==> config.mk <==
export PLATFORM = sky130hd
export DESIGN_NAME = vac_attr_ctrl
export DESIGN_NICKNAME = d
export VERILOG_FILES = /design/src/hw/vac_pkg.sv /design/src/hw/vac_blink.sv /design/src/hw/vac_attr_ctrl.sv
export SDC_FILE = /design/constraint.sdc
export NUM_CORES = 1
export LEC_CHECK = 0
export BUFFER_PORTS_ARGS = -buffer_cell sky130_fd_sc_hd__buf_4
export CORE_MARGIN = 1.5
export CORE_UTILIZATION = 50
export DETAILED_ROUTE_END_ITERATION = 10
export GPL_TIMING_DRIVEN = 0
export PLACE_DENSITY = 0.75
export SKIP_LAST_GASP = 1
export SLEW_MARGIN = 20
export SYNTH_ARGS = -nofsm -noshare
export SYNTH_HDL_FRONTEND = slang
export SYNTH_SLANG_ARGS = --single-unit
export TNS_END_PERCENT = 50
==> constraint.sdc <==
create_clock -name sys_clk -period 5.8 [get_ports sys_clk]
set_clock_uncertainty 0.15 [all_clocks]
set_input_delay 0.58 -clock sys_clk [delete_from_list [all_inputs] [get_ports sys_clk]]
set_output_delay 0.58 -clock sys_clk [all_outputs]
set_load 0.02 [all_outputs]
==> src/hw/vac_pkg.sv <==
// vac_pkg: shared constants of the attribute controller
package vac_pkg;
   // host I/O port addresses
   localparam logic [15:0] VAC_ADDR_ATTR_WR   = 16'h03C0;
   localparam logic [15:0] VAC_ADDR_ATTR_RD   = 16'h03C1;
   localparam logic [15:0] VAC_ADDR_STAT_MONO = 16'h03BA;
   localparam logic [15:0] VAC_ADDR_STAT_COLR = 16'h03DA;

   // attribute register indices
   localparam logic [4:0]  VAC_IDX_PAL_LAST   = 5'h0F;
   localparam logic [4:0]  VAC_IDX_MODE       = 5'h10;
   localparam logic [4:0]  VAC_IDX_BORDER     = 5'h11;
   localparam logic [4:0]  VAC_IDX_PAN        = 5'h13;
   localparam logic [4:0]  VAC_IDX_PAD        = 5'h14;

   // field positions
   localparam int          VAC_IDX_PAL_EN     = 5;
   localparam int          VAC_MODE_TXGR      = 0;
   localparam int          VAC_MODE_MONO      = 1;
   localparam int          VAC_MODE_LGC       = 2;
   localparam int          VAC_MODE_BLNK      = 3;
   localparam int          VAC_MODE_SPLIT     = 5;
   localparam int          VAC_MODE_WIDE      = 6;
   localparam int          VAC_MODE_SELV54    = 7;

   // reset values and writable masks
   localparam logic [5:0]  VAC_INDEX_RST      = 6'h00;
   localparam logic [7:0]  VAC_MODE_RST       = 8'h00;
   localparam logic [7:0]  VAC_MODE_WMASK     = 8'hEF;
   localparam logic [7:0]  VAC_BORDER_RST     = 8'h00;
   localparam logic [3:0]  VAC_PAN_RST        = 4'h0;
   localparam logic [3:0]  VAC_PAD_RST        = 4'h0;
   localparam logic [5:0]  VAC_PAL_RST        = 6'h00;

   // line-graphics character codes share these top bits
   localparam logic [2:0]  VAC_LG_TOP         = 3'h6;
   // mono attribute bits that decide blanking and underline
   localparam logic [7:0]  VAC_MONO_BLANK_MSK = 8'h77;
   localparam logic [2:0]  VAC_MONO_ULINE     = 3'h1;

   // blink divider: retraces per character blink period
   localparam int          VAC_BLINK_DIV      = 32;
   localparam int          VAC_CURSOR_DIV     = 16;
endpackage

==> src/hw/vac_blink.sv <==
// vac_blink: retrace-driven blink divider for characters and cursor
`timescale 1ns/1ps
module vac_blink
   import vac_pkg::*;
#(
   parameter int CHAR_DIV   = VAC_BLINK_DIV,
   parameter int CURSOR_DIV = VAC_CURSOR_DIV
) (
   input  wire logic sys_clk,
   input  wire logic rst,
   input  wire logic retrace_in,
   output logic      char_phase,
   output logic      cursor_phase
);
   localparam int CW = $clog2(CHAR_DIV);
   localparam int KB = $clog2(CURSOR_DIV) - 1;

   logic [CW-1:0] cnt_reg;
   logic          retrace_q_reg;
   logic          rise;

   // one count per retrace start, not per cycle of retrace
   assign rise = retrace_in && !retrace_q_reg;

   always_ff @(posedge sys_clk or posedge rst) begin
      if (rst) begin
         cnt_reg       <= '0;
         retrace_q_reg <= 1'b0;
      end else begin
         retrace_q_reg <= retrace_in;
         if (rise) begin
            cnt_reg <= cnt_reg + 1'b1;
         end
      end
   end

   // top bit: on sixteen, off sixteen; lower bit gives the cursor rate
   assign char_phase   = cnt_reg[CW-1];
   assign cursor_phase = cnt_reg[KB];
endmodule // vac_blink

==> src/hw/vac_attr_ctrl.sv <==
// vac_attr_ctrl: attribute controller, host port, palette and pixel output
`timescale 1ns/1ps
module vac_attr_ctrl
   import vac_pkg::*;
#(
   parameter int PAL_DEPTH = 16
) (
   input  wire logic        sys_clk,
   input  wire logic        rst,
   input  wire logic [15:0] io_addr,
   input  wire logic [7:0]  io_wdata,
   input  wire logic        io_wr,
   input  wire logic        io_rd,
   output logic      [7:0]  io_rdata,
   output logic             io_rvalid,
   input  wire logic        disp_active,
   input  wire logic [7:0]  text_char,
   input  wire logic [7:0]  text_attr,
   input  wire logic        font_dot,
   input  wire logic        ninth_col,
   input  wire logic        eighth_dot,
   input  wire logic        cursor_here,
   input  wire logic        underline_row,
   input  wire logic [3:0]  gfx_code,
   input  wire logic        vertical_retrace_tick,
   input  wire logic        line_cmp_match,
   input  wire logic        vsync,
   output logic      [3:0]  pan_amount,
   output logic      [7:0]  video_out,
   output logic             pix_strobe,
   output logic             secondary_red_out,
   output logic             secondary_green_intensity_out,
   output logic             secondary_blue_video_out,
   output logic             red_out,
   output logic             green_out,
   output logic             blue_out
);

   ////////////////////////////////////////////////////////////////////////
   // host port decode

   logic [5:0] index_reg;
   logic       index_data_toggle;
   logic [5:0] pal_q [PAL_DEPTH];
   logic [7:0] attribute_mode_reg;
   logic [7:0] border_reg;
   logic [3:0] pan_reg;
   logic [3:0] pixel_padding_reg;
   logic [7:0] rd_mux;
   logic       wr_port;
   logic       rd_index;
   logic       rd_data;
   logic       rd_status;
   logic       data_wr;
   logic [4:0] attr_sel;
   logic       palette_display_enable;

   // true when the index points at a palette entry
   function automatic logic is_pal(input logic [4:0] i);
      return i <= VAC_IDX_PAL_LAST;
   endfunction

   assign wr_port   = io_wr && io_addr == VAC_ADDR_ATTR_WR;
   assign rd_index  = io_rd && io_addr == VAC_ADDR_ATTR_WR;
   assign rd_data   = io_rd && io_addr == VAC_ADDR_ATTR_RD;
   assign rd_status = io_rd && (io_addr == VAC_ADDR_STAT_MONO ||
                                io_addr == VAC_ADDR_STAT_COLR);
   assign data_wr   = wr_port && index_data_toggle;
   assign attr_sel  = index_reg[4:0];
   assign palette_display_enable = index_reg[VAC_IDX_PAL_EN];

   ////////////////////////////////////////////////////////////////////////
   // index/data toggle and index register

   // status read wins: software relies on it to resynchronise
   always_ff @(posedge sys_clk or posedge rst) begin
      if (rst) begin
         index_data_toggle <= 1'b0;
      end else if (rd_status) begin
         index_data_toggle <= 1'b0;
      end else if (wr_port) begin
         index_data_toggle <= !index_data_toggle;
      end
   end

   // bits seven and six are dropped, so they read zero
   always_ff @(posedge sys_clk or posedge rst) begin
      if (rst) begin
         index_reg <= VAC_INDEX_RST;
      end else if (wr_port && !index_data_toggle) begin
         index_reg <= io_wdata[5:0];
      end
   end

   ////////////////////////////////////////////////////////////////////////
   // attribute registers

   always_ff @(posedge sys_clk or posedge rst) begin
      if (rst) begin
         attribute_mode_reg <= VAC_MODE_RST;
         border_reg         <= VAC_BORDER_RST;
         pan_reg            <= VAC_PAN_RST;
         pixel_padding_reg  <= VAC_PAD_RST;
      end else if (data_wr) begin
         unique case (attr_sel)
            VAC_IDX_MODE:   attribute_mode_reg <= io_wdata & VAC_MODE_WMASK;
            VAC_IDX_BORDER: border_reg         <= io_wdata;
            VAC_IDX_PAN:    pan_reg            <= io_wdata[3:0];
            VAC_IDX_PAD:    pixel_padding_reg  <= io_wdata[3:0];
            default:        ;
         endcase
      end
   end

   // palette entries; host writes only while the display is off them
   generate
      for (genvar g = 0; g < PAL_DEPTH; g++) begin : g_pal
         always_ff @(posedge sys_clk or posedge rst) begin
            if (rst) begin
               pal_q[g] <= VAC_PAL_RST;
            end else if (data_wr && is_pal(attr_sel) && !palette_display_enable &&
                         attr_sel[3:0] == 4'(g)) begin
               pal_q[g] <= io_wdata[5:0];
            end
         end
      end
   endgenerate

   // read mux; blocked palette and unmapped indices read zero
   always_comb begin
      rd_mux = 8'h00;
      if (is_pal(attr_sel)) begin
         if (!palette_display_enable) begin
            rd_mux = {2'b00, pal_q[attr_sel[3:0]]};
         end
      end else begin
         unique case (attr_sel)
            VAC_IDX_MODE:   rd_mux = attribute_mode_reg;
            VAC_IDX_BORDER: rd_mux = border_reg;
            VAC_IDX_PAN:    rd_mux = {4'h0, pan_reg};
            VAC_IDX_PAD:    rd_mux = {4'h0, pixel_padding_reg};
            default:        rd_mux = 8'h00;
         endcase
      end
   end

   // read data lands one cycle after the strobe; index and data reads never touch the toggle
   always_ff @(posedge sys_clk or posedge rst) begin
      if (rst) begin
         io_rdata  <= 8'h00;
         io_rvalid <= 1'b0;
      end else begin
         io_rvalid <= rd_index || rd_data;
         if (rd_index) begin
            io_rdata <= {2'b00, index_reg};
         end else if (rd_data) begin
            io_rdata <= rd_mux;
         end
      end
   end

   ////////////////////////////////////////////////////////////////////////
   // blink and split-screen panning

   logic char_phase;
   logic cursor_phase;
   logic pan_zero_reg;

   vac_blink u_blink (
      .sys_clk      (sys_clk),
      .rst          (rst),
      .retrace_in   (vertical_retrace_tick),
      .char_phase   (char_phase),
      .cursor_phase (cursor_phase)
   );

   // match sets, vertical sync clears; a match in the sync cycle wins
   always_ff @(posedge sys_clk or posedge rst) begin
      if (rst) begin
         pan_zero_reg <= 1'b0;
      end else if (line_cmp_match) begin
         pan_zero_reg <= 1'b1;
      end else if (vsync) begin
         pan_zero_reg <= 1'b0;
      end
   end

   assign pan_amount = (attribute_mode_reg[VAC_MODE_SPLIT] && pan_zero_reg) ?
                       4'h0 : pan_reg;

   ////////////////////////////////////////////////////////////////////////
   // colour code selection

   logic       text_graphics_select;
   logic       mono_attribute_select;
   logic       line_graphics_enable;
   logic       blink_enable;
   logic       wide_colour_mode;
   logic       upper_pair_source_select;
   logic       dot;
   logic       fg_on;
   logic [3:0] bg_code;
   logic [3:0] code;
   logic [5:0] pal_out;

   assign text_graphics_select     = attribute_mode_reg[VAC_MODE_TXGR];
   assign mono_attribute_select    = attribute_mode_reg[VAC_MODE_MONO];
   assign line_graphics_enable     = attribute_mode_reg[VAC_MODE_LGC];
   assign blink_enable             = attribute_mode_reg[VAC_MODE_BLNK];
   assign wide_colour_mode         = attribute_mode_reg[VAC_MODE_WIDE];
   assign upper_pair_source_select = attribute_mode_reg[VAC_MODE_SELV54];

   // text path; mono blanking ignores blink and intensity bits
   always_comb begin
      dot = font_dot;
      if (ninth_col) begin
         dot = line_graphics_enable && text_char[7:5] == VAC_LG_TOP &&
               eighth_dot;
      end
      if (mono_attribute_select) begin
         dot = ((text_attr & VAC_MONO_BLANK_MSK) != 8'h00) &&
               (dot || (text_attr[2:0] == VAC_MONO_ULINE && underline_row));
      end
      fg_on = (dot && !(blink_enable && text_attr[7] && !char_phase)) ||
              (cursor_here && cursor_phase);
      bg_code = blink_enable ? {1'b0, text_attr[6:4]} : text_attr[7:4];
      if (text_graphics_select) begin
         code = gfx_code ^ {blink_enable && char_phase, 3'b000};
      end else begin
         code = fg_on ? text_attr[3:0] : bg_code;
      end
   end

   assign pal_out = pal_q[code];

   ////////////////////////////////////////////////////////////////////////
   // pixel output stage

   logic       phase_reg;
   logic [3:0] hi_reg;

   // wide mode: first half-pixel is held, second completes the byte
   always_ff @(posedge sys_clk or posedge rst) begin
      if (rst) begin
         phase_reg  <= 1'b0;
         hi_reg     <= 4'h0;
         video_out  <= 8'h00;
         pix_strobe <= 1'b0;
      end else begin
         phase_reg  <= wide_colour_mode && !phase_reg;
         pix_strobe <= !wide_colour_mode || phase_reg;
         if (!disp_active || !palette_display_enable) begin
            video_out <= border_reg;
         end else if (wide_colour_mode) begin
            if (!phase_reg) begin
               hi_reg <= pal_out[3:0];
            end else begin
               video_out <= {hi_reg, pal_out[3:0]};
            end
         end else begin
            video_out <= {pixel_padding_reg[3:2],
                          upper_pair_source_select ? pixel_padding_reg[1:0] :
                          pal_out[5:4],
                          pal_out[3:0]};
         end
      end
   end

   // colour pins follow the registered pixel
   assign secondary_red_out             = video_out[5];
   assign secondary_green_intensity_out = video_out[4];
   assign secondary_blue_video_out      = video_out[3];
   assign red_out                       = video_out[2];
   assign green_out                     = video_out[1];
   assign blue_out                      = video_out[0];
endmodule // vac_attr_ctrl

==> impl_metrics.ini <==
[status]
outcome = finished clean

[clocking]
cts_buffers = 17
cts_hold_buf = 0
postCtsSetupRepairBufs = 0
root_buffer = clkbuf_16
insertion_delay_ns = 0.43
cts_tree = yes
cts_buffer_depth = 2
clk_pin_slew_ns = 0.06
htreeDepth = 4
cts.sinks = 156
cts_resized = 0

[floorplanning]
start_util_pct = 50.8
pin_count = 85
rows = 47
die_area_sq_mm = 0.0176
die_w_um = 133
die-height_um = 133
core_area_sq_mm = 0.0165

[timing]
tightest_slew_ns = 0.956
hold_violations = 0
min_period_ns = 3.33
whs_ns = 0.0565
final_max_slew_viol_count = 0
min_period_over_period_pct = 57.4
rsz0062_at_grt = no
setup_viol = 0
slew-limit-headroom_pct = 35.8
timing.fmax_mhz = 300

[synthesis]
synth_cell_type_count = 63
ys_async_sr_fraction_pct = 100
syn_avg_cell_area_sq_um = 12.3
netlist_area_sq_mm = 0.00840
yosys.area_share.adder_pct = 0.149
syn_nets = 739
synthXorXnorAreaFrac_pct = 0.626
synth_top_flop_cell = dfrtp_1
synth_area_leaders = dfrtp_1 46%, mux2_2 16%, mux4_2 8.8%
synth-simple-area-share_pct = 10.4
synth_area_leader_cell = dfrtp_1
synth_seq_area_share_pct = 46.5
synth_edf_count = 0
synth-seq-cells = 156
synth.area.mux_share_pct = 28.4
synth_top_cell_area_share_pct = 46.5
synth_top_family_by_area = multiplexers
syn_inst = 681
synth_compound_area_share_pct = 10.2
ys_warn_count = 0

[critical_path]
timing.rr.end = video_out[3]$_DFFE_PP0P_
path_buf_inv = 1
cp-startpoint = u_blink.cnt_reg[3]$_DFFE_PP0P_
slowest_delay_ns = 0.61
crit_path_max_fanout = 9
worstSetupStartpointType = flop
critPathTopFamily = compound AO/OA/AOI/OAI gates
r2r_setup_slack_ns = 2.47
path_class = reg -> reg
r2r_cells = 10
critPathSlowestCell = o21ai_1
worstPathArrival_ns = 3.49
crit_path_cell_trace = and2_1, buf_6, a311o_1, o22ai_1, mux2i_1, o21ai_1, a21oi_1, a22oi_1, nand2_1, a21o_1
setup.worst_path.end_class = flop
crit_end = video_out[3]$_DFFE_PP0P_
path_depth = 10
worstReg2RegStart = u_blink.cnt_reg[3]$_DFFE_PP0P_
worstPathRequired_ns = 5.97

[drt]
routed_wl_um = 23100
drtIter0Drc = 576
wire_per_inst_um = 22.8
final_antenna_net_count = 0
drtPass1Iterations = 5
vias = 6440
avgViaCountPerCell = 6.36
post-route-drc-count = 0

[power_and_ir_drop]
power.total_uw = 2660
vdd_drop_max_uv = 212
powerDensity_mw_per_mm2 = 268
p_leak_uw = 0.00460

[finish]
regMostFlops = pal_q
drive_gt1_share_pct = 40.8
final_cells = 1012
final_core_util_pct = 60.0
largest_register_ffs = 96
fin_nets = 837
n_antenna_cell = 0
syn_to_final_growth_pct = 18.1

[global_routing]
antenna_found_initial = 0
grt_overflow = 0
grt_max_degree = 80
first_global_vias = 6697
grt_use_total_pct = 27.7
grt_pass1_wl_um = 37100

[placement]
dp_cells = 980
port_buffers = 78
dp_hpwl_um = 16700
gp_congestion = 0.971

[min_path]
hold_path.class = in -> async

[job]
cap_viol_max_count = 0
layout make-up:
cell class / count / area, sq um
Fill cell: 1309 / 6600
Multi-Input combinational cell: 462 / 4180
Sequential cell: 156 / 3900
Timing Repair Buffer: 79 / 613
Clock buffer: 21 / 460
Tap cell: 220 / 275
Buffer: 51 / 267
Clock inverter: 11 / 166
Inverter: 12 / 52.6
per-layer routing:
metal / track usage [%] / part of all wire (%) / up-vias
met5: 0 / 0 / -
met1: 34.7 / 39 / 3248
met2: 43.4 / 48 / 386
met3: 8.24 / 8.8 / 76
li1: - / - / 2730
met4: 15.1 / 4.0 / 0
cells in the mapped netlist (all sizes together) (12+ instances only):
cell	instances
clkbuf	25
nor2	34
a22oi	29
a21oi	39
inv	12
dfrtp	156
o21ai	14
mux2	129
nand2	60
mux4	33
mux2i	15
buf	26
metrics by stage:
| step | setup TNS (ns) | area [sq um] | setup slack [ns] |
|---|---|---|---|
| after floorplan | 0 | 8400 | 0.863 |
| after global placement | -82.95 | 9260 | -0.542 |
| after detailed placement | 0 | 9290 | 2.39 |
| after CTS | 0 | 9920 | 2.57 |
| after global routing | 0 | 9920 | 2.31 |
| final | 0 | 9920 | 2.47 |
cell families (layout without fill, tap and decap cells):
family / count (synthesis) / count (layout)
multiplexers: 177 / 177
AND/OR/NAND/NOR: 152 / 152
adder cells (fa/ha/maj): 1 / 1
buffers and inverters: 63 / 174
XOR/XNOR: 6 / 6
AO/OA/AOI/OAI: 126 / 126
flip-flops: 156 / 156
where the power goes:
group | switching (uW) | internal, uW
combinational | 223 | 124
clock | 446 | 742
sequential | 18.8 | 1110
total | 688 | 1970
cells in the final DEF, fill, tap and decap left out, drive strengths merged, types with 3 or more instances in the layout:
cell and n:
dfrtp 156, mux2 129, buf 105, nand2 60, clkbuf 46, a21oi 39, nor2 34, mux4 33
a22oi 29, mux2i 15, o21ai 14, inv 12, nand2b 9, and2 8, nand4 7, clkinv 7
a22o 6, a31oi 6, o211ai 6, nor2b 5, nor4 5, nand4b 5, nor3 5, nand3 5
a21o 4, xnor2 4, bufinv 4, a211oi 3, a41oi 3, and3 3
worst min-delay path by stage:
stage                                           to                      startpoint
floorplan                 pan_zero_reg$_DFFE_PP0P_        pan_zero_reg$_DFFE_PP0P_
global placement          pan_zero_reg$_DFFE_PP0P_        pan_zero_reg$_DFFE_PP0P_
detailed placement  u_blink.cnt_reg[3]$_DFFE_PP0P_  u_blink.cnt_reg[3]$_DFFE_PP0P_
CTS                          pal_q[58]$_DFFE_PP0P_                             rst
global route                 pal_q[65]$_DFFE_PP0P_                             rst
finish                       pal_q[65]$_DFFE_PP0P_                             rst
(Power assumes the default switching activity.)
